--- src/verilog/zsm_pkg.sv ---
package zsm_pkg;
   localparam int CLK_HZ = 25_000_000;
   localparam int MS_PER_S = 1000;
   localparam int GATE_TIME_MS = 1000;
   localparam int GATE_CYCLES_DFLT = CLK_HZ / MS_PER_S * GATE_TIME_MS;
   localparam int RATE_W_DFLT = 16;
   localparam int LIMIT_W = 6;
   localparam int MODE_W = 2;
   localparam int DIAG_W = 16;
   localparam int HYST_W = 5;
   localparam int DATA_W = 32;
   localparam int SEL_W = 4;
   localparam int LANE_W = 8;
   localparam int ADDR_W = 5;
   localparam int NUM_CH = 2;

   localparam logic [LIMIT_W-1:0] LIMIT_MIN = 6'h02;
   localparam logic [LIMIT_W-1:0] LIMIT_MAX = 6'h32;
   localparam logic [LIMIT_W-1:0] LIMIT_RST = 6'h02;
   localparam logic [15:0] RATE_OVER_HZ = 16'h04b0;
   localparam logic [15:0] RATE_TOL_HZ = 16'h0001;
   localparam logic [HYST_W-1:0] HYST_NUM = 5'h13;
   localparam logic [HYST_W-1:0] HYST_DEN = 5'h14;

   localparam logic [ADDR_W-1:0] REG_CFG = 5'h00;
   localparam logic [ADDR_W-1:0] REG_COIL = 5'h04;
   localparam logic [ADDR_W-1:0] REG_STAT = 5'h08;
   localparam logic [ADDR_W-1:0] REG_RATE = 5'h0c;
   localparam logic [ADDR_W-1:0] REG_DIAG = 5'h10;

   localparam int CFG_GATE_BIT = 0;
   localparam int CFG_MODE_LSB = 1;
   localparam int CFG_LIMIT_LSB = 8;
   localparam int COIL_ARM_BIT = 0;
   localparam int COIL_ACK_BIT = 1;
   localparam int COIL_GATE_BIT = 2;
   localparam int STAT_REL_BIT = 0;
   localparam int STAT_FLT_BIT = 1;
   localparam int STAT_EDGE_BIT = 2;

   localparam logic [DIAG_W-1:0] DG_NOGATE = 16'h0000;
   localparam logic [DIAG_W-1:0] DG_WAIT_ARM = 16'h2001;
   localparam logic [DIAG_W-1:0] DG_ACK_RISE = 16'h2003;
   localparam logic [DIAG_W-1:0] DG_ACK_FALL = 16'h2004;
   localparam logic [DIAG_W-1:0] DG_MEASURE = 16'h2009;
   localparam logic [DIAG_W-1:0] DG_STILL = 16'h8010;
   localparam logic [DIAG_W-1:0] DG_OPEN = 16'hf007;
   localparam logic [DIAG_W-1:0] DG_OVER = 16'hf008;
   localparam logic [DIAG_W-1:0] DG_DIFF = 16'hf009;
   localparam logic [DIAG_W-1:0] DG_NOPULSE = 16'hf00a;
   localparam logic [DIAG_W-1:0] DG_ACKSTART = 16'hf013;

   typedef enum logic [MODE_W-1:0] {
      RS_AUTO = 2'h0,
      RS_MANUAL = 2'h1,
      RS_SUPER = 2'h2
   } restart_e;

   typedef struct packed {
      logic [LIMIT_W-1:0] limit;
      restart_e mode;
      logic gateNeeded;
   } cfg_s;

   typedef struct packed {
      logic gate;
      logic ack;
      logic arm;
   } coils_s;

   localparam cfg_s CFG_RST = '{limit: LIMIT_RST, mode: RS_MANUAL,
                                gateNeeded: 1'b0};
   localparam coils_s COIL_RST = '{gate: 1'b0, ack: 1'b0, arm: 1'b0};
endpackage

--- src/verilog/zero_speed_monitor.sv ---
// Our own choices: the Wishbone interface to the registers and the placing of the registers.
`timescale 1ns/1ps
module zero_speed_monitor
   import zsm_pkg::*;
#(
   parameter int GATE_CYCLES = GATE_CYCLES_DFLT,
   parameter int RATE_W = RATE_W_DFLT
) (
   input wire logic core_clk,
   input wire logic reset_n,
   input wire logic sensorInputA,
   input wire logic sensorInputB,
   input wire logic wb_cyc_i,
   input wire logic wb_stb_i,
   input wire logic wb_we_i,
   input wire logic [ADDR_W-1:0] wb_adr_i,
   input wire logic [SEL_W-1:0] wb_sel_i,
   input wire logic [DATA_W-1:0] wb_dat_i,
   output logic [DATA_W-1:0] wb_dat_o,
   output logic wb_ack_o,
   output logic standstillRelease,
   output logic faultFlag,
   output logic [RATE_W-1:0] actualRateHz,
   output logic [DIAG_W-1:0] diagWord
);
   localparam int GCW = $clog2(GATE_CYCLES + 1);
   localparam int PW = RATE_W + HYST_W;

   typedef enum logic [6:0] {
      ST_IDLE = 7'h01,
      ST_ARM = 7'h02,
      ST_RISE = 7'h04,
      ST_FALL = 7'h08,
      ST_MEAS = 7'h10,
      ST_STILL = 7'h20,
      ST_FAULT = 7'h40
   } state_e;

   state_e state_q;
   cfg_s cfg_q;
   coils_s coil_q;
   logic [GCW-1:0] gateCnt_q;
   logic gateTick_q;
   logic rateTick_q;
   logic firstEdge_q;
   logic ackPrev_q;
   logic ackDone_q;
   logic release_q;
   logic fault_q;
   logic [DIAG_W-1:0] faultCode_q;
   logic [DIAG_W-1:0] diag_q;
   logic [RATE_W-1:0] rate_q;
   logic wbAck_q;
   logic [DATA_W-1:0] wbDat_q;

   logic [NUM_CH-1:0] pinVec;
   logic [NUM_CH-1:0] lvl;
   logic [NUM_CH-1:0] rise;
   logic [RATE_W-1:0] chRate [NUM_CH];
   logic [RATE_W-1:0] measRate;
   logic [RATE_W-1:0] absDiff;
   logic [PW-1:0] rateScaled;
   logic [PW-1:0] limitScaled;
   logic clearCnt;
   logic active;
   logic running;
   logic ackRise;
   logic ackFall;
   logic overLimit;
   logic belowHyst;
   logic overRange;
   logic openCkt;
   logic noPulse;
   logic diffRate;
   logic lockstep;
   logic startAck;
   logic faultHit;
   logic [DIAG_W-1:0] codeNow;
   logic wbReq;
   logic wbWr;
   logic [DATA_W-1:0] cfgWord;
   logic [DATA_W-1:0] coilWord;
   logic [DATA_W-1:0] statWord;
   logic [DATA_W-1:0] newCfg;
   logic [DATA_W-1:0] newCoil;

   function automatic logic [DATA_W-1:0] laneMerge(
      input logic [DATA_W-1:0] oldW,
      input logic [DATA_W-1:0] newW,
      input logic [SEL_W-1:0] sel
   );
      logic [DATA_W-1:0] r;
      r = oldW;
      for (int b = 0; b < SEL_W; b++) begin
         if (sel[b]) begin
            r[b*LANE_W +: LANE_W] = newW[b*LANE_W +: LANE_W];
         end
      end
      return r;
   endfunction

   ////////////////////////////////////////////////////////////////////////
   // register slave: every access is answered one cycle after it is seen
   assign wbReq = wb_cyc_i & wb_stb_i & ~wbAck_q;
   assign wbWr = wbReq & wb_we_i;

   always_comb begin
      cfgWord = '0;
      cfgWord[CFG_GATE_BIT] = cfg_q.gateNeeded;
      cfgWord[CFG_MODE_LSB +: MODE_W] = cfg_q.mode;
      cfgWord[CFG_LIMIT_LSB +: LIMIT_W] = cfg_q.limit;
      coilWord = '0;
      coilWord[COIL_ARM_BIT] = coil_q.arm;
      coilWord[COIL_ACK_BIT] = coil_q.ack;
      coilWord[COIL_GATE_BIT] = coil_q.gate;
      statWord = '0;
      statWord[STAT_REL_BIT] = release_q;
      statWord[STAT_FLT_BIT] = fault_q;
      statWord[STAT_EDGE_BIT] = firstEdge_q;
   end

   assign newCfg = laneMerge(cfgWord, wb_dat_i, wb_sel_i);
   assign newCoil = laneMerge(coilWord, wb_dat_i, wb_sel_i);

   // out of range limits and the unused mode code are dropped, not clipped
   always_ff @(posedge core_clk or negedge reset_n) begin
      if (!reset_n) begin
         cfg_q <= CFG_RST;
      end else if (wbWr && wb_adr_i == REG_CFG) begin
         cfg_q.gateNeeded <= newCfg[CFG_GATE_BIT];
         if (newCfg[CFG_MODE_LSB +: MODE_W] inside
             {RS_AUTO, RS_MANUAL, RS_SUPER}) begin
            cfg_q.mode <= restart_e'(newCfg[CFG_MODE_LSB +: MODE_W]);
         end
         if (newCfg[CFG_LIMIT_LSB +: LIMIT_W] >= LIMIT_MIN &&
             newCfg[CFG_LIMIT_LSB +: LIMIT_W] <= LIMIT_MAX) begin
            cfg_q.limit <= newCfg[CFG_LIMIT_LSB +: LIMIT_W];
         end
      end
   end

   always_ff @(posedge core_clk or negedge reset_n) begin
      if (!reset_n) begin
         coil_q <= COIL_RST;
      end else if (wbWr && wb_adr_i == REG_COIL) begin
         coil_q.arm <= newCoil[COIL_ARM_BIT];
         coil_q.ack <= newCoil[COIL_ACK_BIT];
         coil_q.gate <= newCoil[COIL_GATE_BIT];
      end
   end

   always_ff @(posedge core_clk or negedge reset_n) begin
      if (!reset_n) begin
         wbAck_q <= 1'b0;
         wbDat_q <= '0;
      end else begin
         wbAck_q <= wbReq;
         if (wbReq && !wb_we_i) begin
            case (wb_adr_i)
               REG_CFG: wbDat_q <= cfgWord;
               REG_COIL: wbDat_q <= coilWord;
               REG_STAT: wbDat_q <= statWord;
               REG_RATE: wbDat_q <= DATA_W'(rate_q);
               REG_DIAG: wbDat_q <= DATA_W'(diag_q);
               default: wbDat_q <= '0;
            endcase
         end
      end
   end

   ////////////////////////////////////////////////////////////////////////
   // measurement; the gate runs free, so the first window after arming
   // is partial and may read low
   assign pinVec = {sensorInputB, sensorInputA};
   assign clearCnt = (state_q == ST_IDLE) || (state_q == ST_ARM);

   for (genvar i = 0; i < NUM_CH; i++) begin : g_ch
      zsm_rate_channel #(.RATE_W(RATE_W)) u_ch (
         .core_clk(core_clk),
         .reset_n(reset_n),
         .pinIn(pinVec[i]),
         .clear(clearCnt),
         .gateTick(gateTick_q),
         .level(lvl[i]),
         .rise(rise[i]),
         .rateHz(chRate[i])
      );
   end

   always_ff @(posedge core_clk or negedge reset_n) begin
      if (!reset_n) begin
         gateCnt_q <= '0;
         gateTick_q <= 1'b0;
         rateTick_q <= 1'b0;
      end else begin
         gateTick_q <= (gateCnt_q == GCW'(GATE_CYCLES - 1));
         rateTick_q <= gateTick_q;
         if (gateCnt_q == GCW'(GATE_CYCLES - 1)) begin
            gateCnt_q <= '0;
         end else begin
            gateCnt_q <= gateCnt_q + 1'b1;
         end
      end
   end

   assign measRate = (chRate[0] > chRate[1]) ? chRate[0] : chRate[1];
   assign absDiff = (chRate[0] > chRate[1]) ? chRate[0] - chRate[1]
                                            : chRate[1] - chRate[0];
   assign rateScaled = PW'(measRate) * PW'(HYST_DEN);
   assign limitScaled = PW'(cfg_q.limit) * PW'(HYST_NUM);
   assign overLimit = measRate > RATE_W'(cfg_q.limit);
   assign belowHyst = rateScaled <= limitScaled;

   ////////////////////////////////////////////////////////////////////////
   // fault detection
   assign active = ~cfg_q.gateNeeded | coil_q.gate;
   assign running = active & coil_q.arm & (state_q inside
                    {ST_RISE, ST_FALL, ST_MEAS, ST_STILL});
   assign ackRise = coil_q.ack & ~ackPrev_q;
   assign ackFall = ~coil_q.ack & ackPrev_q;
   // the limit sits above the pulse ceiling the controller must honour
   assign overRange = measRate > RATE_OVER_HZ;
   // only both low is a break; both high is a legal stopped shaft
   assign openCkt = firstEdge_q & ~lvl[0] & ~lvl[1];
   assign noPulse = rateTick_q & ((chRate[0] == '0) != (chRate[1] == '0));
   assign diffRate = rateTick_q & (chRate[0] != '0) & (chRate[1] != '0) &
                     (absDiff > RATE_TOL_HZ);
   assign lockstep = firstEdge_q & rise[0] & rise[1];
   assign startAck = (state_q == ST_ARM) & active & coil_q.arm &
                     coil_q.ack & (cfg_q.mode != RS_AUTO);

   always_comb begin
      codeNow = DG_NOGATE;
      if (startAck) begin
         codeNow = DG_ACKSTART;
      end else if (running) begin
         if (overRange) begin
            codeNow = DG_OVER;
         end else if (openCkt) begin
            codeNow = DG_OPEN;
         end else if (noPulse) begin
            codeNow = DG_NOPULSE;
         end else if (diffRate || lockstep) begin
            codeNow = DG_DIFF;
         end
      end
   end

   assign faultHit = codeNow != DG_NOGATE;

   always_ff @(posedge core_clk or negedge reset_n) begin
      if (!reset_n) begin
         faultCode_q <= DG_NOGATE;
      end else if (faultHit && state_q != ST_FAULT) begin
         faultCode_q <= codeNow;
      end
   end

   always_ff @(posedge core_clk or negedge reset_n) begin
      if (!reset_n) begin
         firstEdge_q <= 1'b0;
      end else if (clearCnt) begin
         firstEdge_q <= 1'b0;
      end else if (running && rise != '0) begin
         firstEdge_q <= 1'b1;
      end
   end

   always_ff @(posedge core_clk or negedge reset_n) begin
      if (!reset_n) begin
         ackPrev_q <= 1'b0;
         ackDone_q <= 1'b0;
      end else begin
         ackPrev_q <= coil_q.ack;
         if (state_q == ST_FALL && ackFall) begin
            ackDone_q <= 1'b1;
         end else if (state_q != ST_MEAS) begin
            ackDone_q <= 1'b0;
         end
      end
   end

   ////////////////////////////////////////////////////////////////////////
   // restart sequencing; a fault holds until arm, or a needed gate, is withdrawn
   always_ff @(posedge core_clk or negedge reset_n) begin
      if (!reset_n) begin
         state_q <= ST_IDLE;
      end else if (!active) begin
         state_q <= ST_IDLE;
      end else if (!coil_q.arm) begin
         state_q <= ST_ARM;
      end else begin
         unique case (state_q)
            ST_IDLE: state_q <= ST_ARM;
            ST_ARM: begin
               if (startAck) begin
                  state_q <= ST_FAULT;
               end else if (cfg_q.mode == RS_AUTO) begin
                  state_q <= ST_STILL;
               end else begin
                  state_q <= ST_RISE;
               end
            end
            ST_RISE: begin
               if (faultHit) begin
                  state_q <= ST_FAULT;
               end else if (ackRise) begin
                  state_q <= ST_FALL;
               end
            end
            ST_FALL: begin
               if (faultHit) begin
                  state_q <= ST_FAULT;
               end else if (ackFall) begin
                  state_q <= belowHyst ? ST_STILL : ST_MEAS;
               end
            end
            ST_MEAS: begin
               if (faultHit) begin
                  state_q <= ST_FAULT;
               end else if (belowHyst) begin
                  if (cfg_q.mode == RS_AUTO || ackDone_q) begin
                     state_q <= ST_STILL;
                  end else begin
                     state_q <= ST_RISE;
                  end
               end
            end
            ST_STILL: begin
               if (faultHit) begin
                  state_q <= ST_FAULT;
               end else if (overLimit) begin
                  state_q <= ST_MEAS;
               end
            end
            ST_FAULT: state_q <= ST_FAULT;
         endcase
      end
   end

   ////////////////////////////////////////////////////////////////////////
   // outputs lag the state by one cycle so they all come from flops
   always_ff @(posedge core_clk or negedge reset_n) begin
      if (!reset_n) begin
         release_q <= 1'b0;
         fault_q <= 1'b0;
         rate_q <= '0;
      end else begin
         release_q <= state_q == ST_STILL;
         fault_q <= state_q == ST_FAULT;
         rate_q <= measRate;
      end
   end

   always_ff @(posedge core_clk or negedge reset_n) begin
      if (!reset_n) begin
         diag_q <= DG_NOGATE;
      end else begin
         unique case (state_q)
            ST_IDLE: diag_q <= DG_NOGATE;
            ST_ARM: diag_q <= DG_WAIT_ARM;
            ST_RISE: diag_q <= DG_ACK_RISE;
            ST_FALL: diag_q <= DG_ACK_FALL;
            ST_MEAS: diag_q <= DG_MEASURE;
            ST_STILL: diag_q <= DG_STILL;
            ST_FAULT: diag_q <= faultCode_q;
         endcase
      end
   end

   assign wb_dat_o = wbDat_q;
   assign wb_ack_o = wbAck_q;
   assign standstillRelease = release_q;
   assign faultFlag = fault_q;
   assign actualRateHz = rate_q;
   assign diagWord = diag_q;
endmodule

--- src/verilog/zsm_rate_channel.sv ---
`timescale 1ns/1ps
module zsm_rate_channel
   import zsm_pkg::*;
#(
   parameter int RATE_W = RATE_W_DFLT
) (
   input wire logic core_clk,
   input wire logic reset_n,
   input wire logic pinIn,
   input wire logic clear,
   input wire logic gateTick,
   output logic level,
   output logic rise,
   output logic [RATE_W-1:0] rateHz
);
   logic sync1_q;
   logic sync2_q;
   logic sync3_q;
   logic level_q;
   logic rise_q;
   logic levelNew;
   logic [RATE_W-1:0] count_q;
   logic [RATE_W-1:0] rate_q;

   ////////////////////////////////////////////////////////////////////////
   always_ff @(posedge core_clk or negedge reset_n) begin
      if (!reset_n) begin
         sync1_q <= 1'b0;
         sync2_q <= 1'b0;
         sync3_q <= 1'b0;
      end else begin
         sync1_q <= pinIn;
         sync2_q <= sync1_q;
         sync3_q <= sync2_q;
      end
   end

   // a level counts only once the last two stages agree
   assign levelNew = (sync2_q == sync3_q) ? sync3_q : level_q;

   always_ff @(posedge core_clk or negedge reset_n) begin
      if (!reset_n) begin
         level_q <= 1'b0;
         rise_q <= 1'b0;
      end else begin
         level_q <= levelNew;
         rise_q <= levelNew & ~level_q;
      end
   end

   ////////////////////////////////////////////////////////////////////////
   // rising edges per gate window; a one second window gives 1 hz steps
   always_ff @(posedge core_clk or negedge reset_n) begin
      if (!reset_n) begin
         count_q <= '0;
         rate_q <= '0;
      end else if (clear) begin
         count_q <= '0;
         rate_q <= '0;
      end else if (gateTick) begin
         rate_q <= count_q;
         count_q <= RATE_W'(rise_q);
      end else if (rise_q && count_q != '1) begin
         count_q <= count_q + 1'b1;
      end
   end

   assign level = level_q;
   assign rise = rise_q;
   assign rateHz = rate_q;
endmodule
--- config.mk ---
export PLATFORM = sky130hd
export DESIGN_NAME = zero_speed_monitor
export DESIGN_NICKNAME = d
export VERILOG_FILES = /design/src/verilog/zsm_pkg.sv /design/src/verilog/zero_speed_monitor.sv /design/src/verilog/zsm_rate_channel.sv
export SDC_FILE = /design/constraint.sdc
export NUM_CORES = 1
export LEC_CHECK = 0
export BUFFER_PORTS_ARGS = -buffer_cell sky130_fd_sc_hd__clkbuf_2
export CORE_ASPECT_RATIO = 1.25
export CORE_MARGIN = 3
export CORE_UTILIZATION = 55
export CTS_BUF_LIST = sky130_fd_sc_hd__clkbuf_4 sky130_fd_sc_hd__clkbuf_8 sky130_fd_sc_hd__clkbuf_16
export CTS_CLUSTER_DIAMETER = 200
export CTS_CLUSTER_SIZE = 40
export DETAILED_ROUTE_END_ITERATION = 12
export PLACE_DENSITY = 0.77
export SLEW_MARGIN = 10
export SYNTH_ARGS = -nofsm -noshare
export SYNTH_HDL_FRONTEND = slang
export SYNTH_HIERARCHICAL = 1
export SYNTH_SLANG_ARGS = --single-unit
--- constraint.sdc ---
create_clock -name core_clk -period 5.9 [get_ports core_clk]
set_clock_uncertainty 0.05 [all_clocks]
set_input_delay 1.18 -clock core_clk [delete_from_list [all_inputs] [get_ports core_clk]]
set_output_delay 1.18 -clock core_clk [all_outputs]
set_load 0.01 [all_outputs]
==> Yosys cells after proc, flatten, opt, wreduce, memory -nomap -nowiden <==
Cells that the tools add are included.
{ "totals": {"inputBits": 48, "output_inout_bits": 67, "regBits": 206, "wordCells": 180} }
{ "op_classes": {"mul": 2, "n_bitwise": 28, "n_mux": 44, "add_sub_neg": 5, "reduce_logical": 35, "magnitude_cmp": 7, "n_eq_ne": 25} }
{ "op_table": {"columns": ["cell", "count"], "rows": [
  ["16-bit 2-to-1 mux", 18],
  ["16-bit one-hot mux with 7 select lines", 1],
  ["16-bit one-hot mux with 5 select lines", 1],
  ["7-bit 2-to-1 mux", 11],
  ["7-bit one-hot mux with 7 select lines", 1],
  ["16-bit nonzero test", 3],
  ["16-bit by 1-bit adder with 16-bit output (second input constant)", 2],
  ["16-bit logical NOT", 2],
  ["16-bit inequality test (second input constant)", 2],
  ["16-bit subtractor", 2],
  ["25-bit by 1-bit adder with 25-bit output (second input constant)", 1],
  ["25-bit == test (second input constant)", 1],
  ["25-bit 2-to-1 mux", 1],
  ["6-bit 2-to-1 mux", 4],
  ["1-bit AND", 21],
  ["21-bit by 11-bit <= comparator with 1-bit output", 1],
  ["5-bit inequality test (second input constant)", 4],
  ["16-bit by 3-bit multiplier with 19-bit output (second input constant)", 1],
  ["16-bit by 1-bit greater-than comparator with 1-bit output (second input constant)", 1],
  ["16-bit by 11-bit greater-than comparator with 1-bit output (second input constant)", 1],
  ["16-bit greater-than comparator", 1],
  ["16-bit by 6-bit greater-than comparator with 1-bit output", 1],
  ["6-bit by 5-bit multiplier with 11-bit output (second input constant)", 1],
  ["5-bit by 4-bit == test with 1-bit output (second input constant)", 2],
  ["other kinds (31)", 62]
]} }

==> Depth between registers and ports, before layout <==
Gate-level depths: netlist of run 1.
{ "logic_depth": {"ltp_word": 16, "ltp_mapped": 29, "ltp_nobuf": 26} }

==> By module <==
The synthesis of run 1 kept the hierarchy.
{ "by_module_without_submodules": {"columns": ["mod", "seq_area_each_um2", "cells_each", "instances", "area_each_um2"], "rows": [
  ["zero_speed_monitor", 2456.1, 936, 1, 8034.0],
  ["zsm_rate_channel", 925.9, 161, 2, 1712.9]
]} }

==> Worst setup path before layout of run 1 <==
Ideal clock, no wire load.
{ "synth_timing": {"path_kind": "register to register", "from": "reg g_ch[0].u_ch.rate_q[0]", "to": "reg state_q[4]", "path_stages_with_launch": 29, "arrival_time_ns": 5.826, "required_time_ns": 5.728, "setup_slack_ns": -0.097, "synth_period_minus_slack_ns": 5.997, "setup_ns": 0.122, "cell_sequence": "dfrtp_1 inv_1 ha_1 inv_1 fa_1 a211oi_1 o211ai_1 nand3b_4 a21oi_4 buf_2 clkbuf_1 clkbuf_1 o21ai_0 ha_1 ha_1 fa_1 a21o_1 a21oi_1 xnor2_1 ha_1 nand3_1 o22ai_1 nor3_1 a221oi_1 nor4b_2 o22ai_1 nor3b_1 o21ai_0 a2111oi_1"} }
{ "synth_via": {"word_cells_on_any_way": 39, "cone_classes": "add/sub (2); mul (1); order compare (5); eq/ne (5); mux (17); bitwise (4); reduce/logical (5)"} }
{ "synth_rtl": {"columns": ["element", "line", "rtl"], "rows": [
  ["from (decl)", "zsm_rate_channel.sv:23", "logic [RATE_W-1:0] rate_q;"],
  ["from (signal assigned)", "zsm_rate_channel.sv:61", "rate_q <= count_q;"],
  ["16-bit greater-than comparator (*)", "zero_speed_monitor.sv:206", "assign measRate = (chRate[0] > chRate[1]) ? chRate[0] : chRate[1];"],
  ["16-bit 2-to-1 mux (*)", "zero_speed_monitor.sv:206", null],
  ["named net measRate[3]", "zero_speed_monitor.sv:60", "logic [RATE_W-1:0] measRate;"],
  ["parallel branches: the longest is 9 deep, another holds 21-bit by 11-bit <= comparator with 1-bit output", null, null],
  ["to (signal assigned)", "zero_speed_monitor.sv:315", "state_q <= belowHyst ? ST_STILL : ST_MEAS;"],
  ["to (decl)", "zero_speed_monitor.sv:39", "state_e state_q;"]
]} }
Mark *: on every way through the listed nets, which the timed path passes. The select of a mux whose other input is x is not followed.
A chain may end at the register's enable or synchronous reset.

==> Worst setup path after layout of run 1 <==
{ "layout_timing": {"from": "reg g_ch[1].u_ch.rate_q[13]", "to": "reg state_q[4]"} }
{ "layout_via": {"word_cells_on_any_way": 38, "cone_classes": "add/sub (2); mul (1); order compare (5); eq/ne (5); mux (17); bitwise (3); reduce/logical (5)"} }
{ "layout_rtl": {"columns": ["element", "line"], "rows": [
  ["from (decl)", "zsm_rate_channel.sv:23"],
  ["from (signal assigned)", "zsm_rate_channel.sv:61"],
  ["16-bit greater-than comparator (*)", "zero_speed_monitor.sv:206"],
  ["16-bit 2-to-1 mux (*)", "zero_speed_monitor.sv:206"],
  ["named net measRate[0]", "zero_speed_monitor.sv:60"],
  ["parallel branches: the longest is 9 deep, another holds 21-bit by 11-bit <= comparator with 1-bit output", null]
]} }
Marked as above.

==> results of run 1 <==
-- worst max path at each step --
| stage | to | slack (ps) |
|---|---|---|
| 2_1_floorplan | state_q[4] | 40 |
| 3_3_place_gp | state_q[3] | 90 |
| 3_5_place_dp | state_q[4] | 6 |
| 4_1_cts | state_q[4] | 10 |
| 5_1_grt | state_q[4] | -40 |
| 6_report | state_q[4] | 260 |
-- per-layer routing --
layer / global-route usage / up-vias / wire length, um
met5: 0 / - / 0
met4: 0.115 / 0 / 1180
met3: 0.0319 / 76 / 1350
met2: 0.452 / 369 / 15100
met1: 0.315 / 4841 / 11700
li1: - / 4743 / -
-- registers in the layout, summed over array words and instances (netlist names), 2 cells and up --
| signal | cells |
|---|---|
| wb_dat_o | 16 |
| gateCnt_q | 25 |
| faultCode_q | 6 |
| state_q | 7 |
| cfgWord | 9 |
| g_ch.u_ch/rise | 2 |
| coilWord | 3 |
| actualRateHz | 16 |
| g_ch.u_ch/rateHz | 32 |
| diagWord | 8 |
| g_ch.u_ch/count_q | 32 |
| g_ch.u_ch/level | 2 |
| g_ch.u_ch/sync2_q | 2 |
| g_ch.u_ch/sync1_q | 2 |
| g_ch.u_ch/sync3_q | 2 |
-- cell usage after synthesis, types with 6 or more instances --
cell type	instances
dfrtp_1	169
nand2_1	115
ha_1	93
nor2_1	91
o21ai_0	91
inv_1	78
a21oi_1	64
mux2i_1	45
nand3_1	37
clkbuf_1	30
nor3_1	30
nand4_1	26
buf_4	24
xnor2_1	24
or3_1	22
xor2_1	22
and3_1	17
a21o_1	16
o31ai_1	14
buf_2	13
nor4_1	13
o21a_1	13
nor2b_1	12
or4_1	11
a31oi_1	10
mux2_2	10
a22oi_1	9
nand2b_1	9
and2_1	8
and4_1	8
o211ai_1	8
a211oi_1	6
a21boi_0	6
a32oi_1	6
and3b_1	6
nand3b_1	6
-- cells by family (layout without fill, tap and decap cells) --
logic type | count (synthesis) | after routing
simple gates | 440 | 440
compound gates | 295 | 296
flops | 172 | 172
buf+inv | 149 | 256
fa+ha+maj | 100 | 100
mux | 55 | 55
xor+xnor | 46 | 46
other cells | 1 | 23
-- stage by stage --
step | instance area (sq um) | hold slack [ps] | total power [uW] | setup TNS, ps | cells
floorplan | 11500 | 281 | 1400 | 0 | 1280
global route | 13200 | 321 | 2710 | -46.1 | 1658
global placement | 12400 | 287 | 1460 | 0 | 1621
detailed placement | 12400 | 290 | 1470 | 0 | 1621
finish | 13200 | 308 | 2600 | 0 | 1658
CTS | 13100 | 310 | 2610 | 0 | 1653
-- worst reg2reg max path, stage by stage (launching register included) --
cell and delay (ps):
dfrtp_1 360, inv_1 70, ha_1 360, a211o_1 330, a21oi_2 260, o21a_1 340
a21oi_4 140, buf_6 150, a21o_1 220, ha_1 220, ha_1 220, fa_2 350
a21o_1 170, a21oi_2 140, xnor2_1 130, ha_1 270, nand3_2 110, o22ai_1 100
nor3_2 250, a221oi_4 120, nor4b_2 220, buf_4 170, o22ai_2 100, nor3b_2 180
o21ai_0 100, a2111oi_1 370
-- report_power, final --
group          leakage, uW  internal (uW)  switching [uW]
Combinational      0.00366           85.3             158
Sequential         0.00232           1190            16.8
Clock             0.000301            613             539
-- cell type report --
type	count	area [sq um]	area share
timing repair buffer	146	955	0.0724
clock buffer	17	425	0.0323
tap	270	338	0.0256
inverter	78	293	0.0222
multi-input combinational	960	6670	0.506
clock inverter	15	193	0.0146
sequential	172	4310	0.327
-- timing repair --
| action | in CTS | in global routing |
|---|---|---|
| gates cloned | 0 | 2 |
| resized for setup | 4 | 25 |
| buffers inserted | 0 | 3 |
| pin swaps | 1 | 8 |
| setup endpoints to repair | 3 | 4 |
==> out/qor.csv, run 1 <==
stage,metric,value,unit
outcome,status,"complete, no violations",
timing,Tmin final,5640,ps
global_route,largest net degree at the start of global routing,173,
worst_setup_path,R2R depth,25,
clock_network,CTS Buf Count,17,
clock_network,clock sink count,172,
timing,crit share post-route,0.956,
worst_setup_path,r2r endpoint,state_q[4],
worst_setup_path,RR Startpoint,g_ch[1].u_ch/rateHz[13],
power,P per Cell Area,198,nW/um^2
global_route,vias in the first global route,9703,
logic_synthesis,Compound-Gate Fraction of Synth Area,0.166,
die,Die ar.,22600,sq um
timing,Final Hold Fails,0,
detailed_routing,DR vias/cell,6.05,
placement,number of port buffers,66,
logic_synthesis,Yosys top cell area share,0.369,
logic_synthesis,synth warn,6,
worst_hold_path,hold depth,0,
logic_synthesis,post-synthesis cell type count,84,
worst_hold_path,Hold WC Path Type,flip-flop to flip-flop,
cells_and_area,most frequent cells in the layout,"dfrtp_1, nand2_1, nor2_1, ha_1, o21ai_0",
detailed_routing,DR pass1 iterations,6,
clock_network,clk_lat worst skew,430,ps
worst_setup_path,CP peak stage delay,370,ps
die,CORE AREA,20300,sq um
detailed_routing,post-route ant nets,0,
clock_network,root buffer cell,clkbuf_16,
worst_setup_path,R2R setup slack,260,ps
logic_synthesis,Post-Syn Area,11500,sq um
worst_setup_path,CP most frequent cell,ha_1,
cells_and_area,final core utilization,0.649,
placement,DP HPWL,21.6,mm
worst_hold_path,HP Start,g_ch[1].u_ch/sync1_q,
logic_synthesis,"top cells by area, synth","dfrtp_1, ha_1, o21ai_0",
worst_setup_path,CP arrival,5900,ps
cells_and_area,Area Overhead vs Synth,15.1,%
worst_setup_path,critical path type,flip-flop to flip-flop,
global_route,initial antenna violation count,0,
global_route,first-pass GRT wire length,47.6,mm
worst_hold_path,hold worst-path end,g_ch[1].u_ch/sync2_q,
timing,endpoints failing setup,0,
die,die height,167,um
die,Boundary Pins,115,
clock_network,Clock transition at path regs,70,ps
worst_setup_path,"critical path fanouts, max",5,
placement,gpl congestion,0.975,
logic_synthesis,"Seq/Total Area, Yosys",0.376,
logic_synthesis,largest area contributor in the synthesized netlist,dfrtp_1,
timing,fmax,177,MHz
detailed_routing,Routed Wire Length,29.4,mm
worst_setup_path,Crit. End Element,flip-flop,
detailed_routing,Via Count,10000,
worst_setup_path,Worst path slowest cell,a2111oi_1,
worst_setup_path,"Largest delay share family, worst path",compound AO/OA/AOI/OAI gates,
timing,final setup margin,257,ps
timing,headroom to the max-slew limit,0.358,
cells_and_area,proportion of layout cells with a drive suffix above 1,0.172,
cells_and_area,fin nets,1521,
global_route,gr usage total,0.257,
cells_and_area,"most common cell after layout, fill and taps aside",dfrtp_1,
logic_synthesis,post-synthesis simple-gate area fraction,0.203,
logic_synthesis,synthesized flop and latch total,172,
worst_setup_path,Crit. Startpoint,g_ch[1].u_ch/rateHz[13],
die,num rows,58,
cells_and_area,Fillers,1643,
clock_network,CTS Hold Bufs,0,
logic_synthesis,Post-Synth XOR/XNOR Area,0.0352,
timing,max-slew violation count,0,
worst_setup_path,critical path depth,25,
clock_network,CTS tree,done,
flow_run,Max-Cap Viols,0,
logic_synthesis,Post-synth EDFFs,0,
die,Die X,135,um
cells_and_area,# diodes,0,
logic_synthesis,asr flop ratio synth,1.00,
logic_synthesis,Mean Syn Cell Area,9.11,sq um
power,worst vdd ir,0.201,mV
logic_synthesis,Post-Synth Adder-Cell Area,0.112,
worst_setup_path,Worst EP required,6160,ps
die,Initial Util,0.564,
placement,Setup WS pre-CTS,6.15,ps
clock_network,H-Tree Level Count,4,
detailed_routing,# DRC,0,
logic_synthesis,largest family of logic cells by synthesized area,simple AND/OR/NAND/NOR gates,
logic_synthesis,Main synth FF type,dfrtp_1,
clock_network,clk buf depth,2,
detailed_routing,Avg WL per Cell,17.7,um
worst_setup_path,Worst setup SP type,flip-flop,
power,Pleak,0.00629,uW
detailed_routing,Iter 0 DRT Violations,765,
global_route,total grt overflow,0,
logic_synthesis,mux cell area share after synthesis,0.0491,
timing,Slew @ Worst Pin,963,ps
logic_synthesis,Mapped Cells,1258,
worst_setup_path,CP bufs+invs,3,
Power figures use the tool's default switching activity.
==> run 2: changes to the inputs <==
--- a/config.mk
+++ b/config.mk
@@ -14,6 +14,7 @@
 export CTS_CLUSTER_SIZE = 40
 export DETAILED_ROUTE_END_ITERATION = 12
 export PLACE_DENSITY = 0.77
+export RECOVER_POWER = 25
 export SLEW_MARGIN = 10
 export SYNTH_ARGS = -nofsm -noshare
 export SYNTH_HDL_FRONTEND = slang
==> out/qor.csv, run 2 (synthesized netlist as in run 1, its figures left out) <==
stage,metric,value,unit,change
clock_network,CTS tree,done,,
worst_setup_path,Worst EP required,6160,ps,about the same
detailed_routing,Via Count,9984,,-0.45%
timing,endpoints failing setup,0,,unchanged
detailed_routing,DR vias/cell,6.02,,-0.45%
clock_network,Clock transition at path regs,70,ps,about the same
power,worst vdd ir,0.200,mV,about the same
die,num rows,58,,unchanged
timing,max-slew violation count,214,,+214
detailed_routing,DR pass1 iterations,5,,-1
timing,Final Hold Fails,0,,unchanged
worst_setup_path,Crit. End Element,flip-flop,,
worst_setup_path,R2R depth,25,,unchanged
worst_setup_path,RR Startpoint,g_ch[1].u_ch/rateHz[13],,
clock_network,clk buf depth,2,,unchanged
cells_and_area,Area Overhead vs Synth,14.8,%,
die,Die ar.,22600,sq um,unchanged
outcome,status,"complete, but fails checks",,
placement,DP HPWL,21.6,mm,unchanged
cells_and_area,"most common cell after layout, fill and taps aside",dfrtp_1,,
cells_and_area,fin nets,1521,,unchanged
clock_network,root buffer cell,clkbuf_16,,
outcome,violated checks,"max-capacitance violations, max-slew violations",,
timing,Tmin final,5640,ps,-6.90 ps
worst_setup_path,CP arrival,5890,ps,about the same
die,Die X,135,um,unchanged
cells_and_area,most frequent cells in the layout,"dfrtp_1, nand2_1, nor2_1, ha_1, o21ai_0",,
placement,number of port buffers,66,,unchanged
global_route,gr usage total,0.257,,unchanged
global_route,first-pass GRT wire length,47.6,mm,unchanged
power,P per Cell Area,197,nW/um^2,about the same
power,Pleak,0.00627,uW,-0.23%
timing,fmax,177,MHz,+0.12%
cells_and_area,# diodes,0,,unchanged
timing,headroom to the max-slew limit,-1.75,,-2.11
global_route,vias in the first global route,9703,,unchanged
clock_network,clock sink count,172,,unchanged
clock_network,CTS Buf Count,17,,unchanged
worst_hold_path,hold worst-path end,g_ch[1].u_ch/sync2_q,,
worst_setup_path,r2r endpoint,state_q[4],,
worst_setup_path,"critical path fanouts, max",5,,unchanged
placement,gpl congestion,0.975,,unchanged
clock_network,clk_lat worst skew,430,ps,about the same
timing,hold_ws,310,ps,+1.99 ps
worst_hold_path,HP Start,g_ch[1].u_ch/sync1_q,,
detailed_routing,# DRC,0,,unchanged
global_route,initial antenna violation count,0,,unchanged
die,die height,167,um,unchanged
die,CORE AREA,20300,sq um,unchanged
detailed_routing,Avg WL per Cell,17.7,um,-0.32%
worst_setup_path,R2R setup slack,260,ps,about the same
die,Initial Util,0.564,,unchanged
worst_setup_path,critical path type,flip-flop to flip-flop,,
detailed_routing,Routed Wire Length,29.3,mm,-0.32%
timing,setup tns final,0,ps,unchanged
worst_hold_path,Hold WC Path Type,flip-flop to flip-flop,,
worst_setup_path,Worst setup SP type,flip-flop,,
clock_network,CTS Hold Bufs,0,,unchanged
timing,Slew @ Worst Pin,4130,ps,+3170 ps
die,Boundary Pins,115,,unchanged
global_route,largest net degree at the start of global routing,173,,unchanged
cells_and_area,proportion of layout cells with a drive suffix above 1,0.171,,-0.00144
detailed_routing,post-route ant nets,0,,unchanged
flow_run,Max-Cap Viols,2,,+2
detailed_routing,Iter 0 DRT Violations,740,,-3.3%
clock_network,H-Tree Level Count,4,,unchanged
timing,crit share post-route,0.955,,-0.00117
worst_hold_path,hold depth,0,,unchanged
global_route,total grt overflow,0,,unchanged
==> run 2: how the worst max path moves through the flow <==
| stage | start | slack [ps] | to | cells after the start |
|---|---|---|---|---|
| 6_report | g_ch[1].u_ch/rateHz[13] | 260 | state_q[4] | 25 |
| 5_1_grt | g_ch[1].u_ch/rateHz[3] | -40 | state_q[4] | 26 |
| 4_1_cts | g_ch[0].u_ch/rateHz[0] | 10 | state_q[4] | 26 |
| 3_5_place_dp | g_ch[0].u_ch/rateHz[0] | 6 | state_q[4] | 25 |
| 3_3_place_gp | g_ch[0].u_ch/rateHz[0] | 90 | state_q[3] | 25 |
| 2_1_floorplan | g_ch[0].u_ch/rateHz[0] | 40 | state_q[4] | 28 |
==> run 2: cell type report <==
class | instances | area (sq um)
flip-flops and latches | 172 | 4310
multi-input cells | 960 | 6670
clock inverters | 15 | 193
clock buffers | 17 | 425
well taps | 270 | 338
repair buffers | 146 | 928
fillers | 1648 | 7160
inverters | 78 | 293
==> run 2: timing repair <==
item / CTS / global route
gates cloned: 0 / 2
setup endpoints to repair: 3 / 4
pin swaps: 1 / 8
buffers inserted: 0 / 3
resized for setup: 4 / 25
==> run 2: routing by layer <==
metal,vias to the layer above,wire [um],GRT usage
li1,4748,-,-
met1,4805,11600,0.315
met2,349,15100,0.452
met3,82,1370,0.0319
met4,0,1220,0.115
met5,-,0,0
==> run 2: worst max-delay path: stages, from the launching register on <==
cell       delay, ps
dfrtp_1          360
inv_1             70
ha_1             360
a211o_1          330
a21oi_2          260
o21a_1           340
a21oi_4          140
buf_6            150
a21o_1           220
ha_1             220
ha_1             220
fa_2             350
a21o_1           170
a21oi_2          140
xnor2_1          130
ha_1             270
nand3_2          110
o22ai_1          100
nor3_2           250
a221oi_4         120
nor4b_2          220
buf_4            160
o22ai_2          100
nor2b_2          190
nand2_1           70
a2111oi_1        380
==> run 2: power by group <==
group	leakage (uW)	internal (uW)	switching, uW
Clock	0.000301	613	535
Combinational	0.00365	83.6	157
Sequential	0.00232	1190	16.8
Total	0.00627	1890	708
==> run 2: stage by stage <==
| step | worst slack (ps) | power, uW | instances | instance area, sq um | util |
|---|---|---|---|---|---|
| after global routing | -36.4 | 2710 | 1658 | 13200 | 0.648 |
| final | 264 | 2600 | 1658 | 13200 | 0.648 |
| after global placement | 91.0 | 1460 | 1621 | 12400 | 0.612 |
| after CTS | 12.5 | 2610 | 1653 | 13100 | 0.643 |
| after detailed placement | 6.15 | 1470 | 1621 | 12400 | 0.612 |
| after floorplan | 37.3 | 1400 | 1280 | 11500 | - |
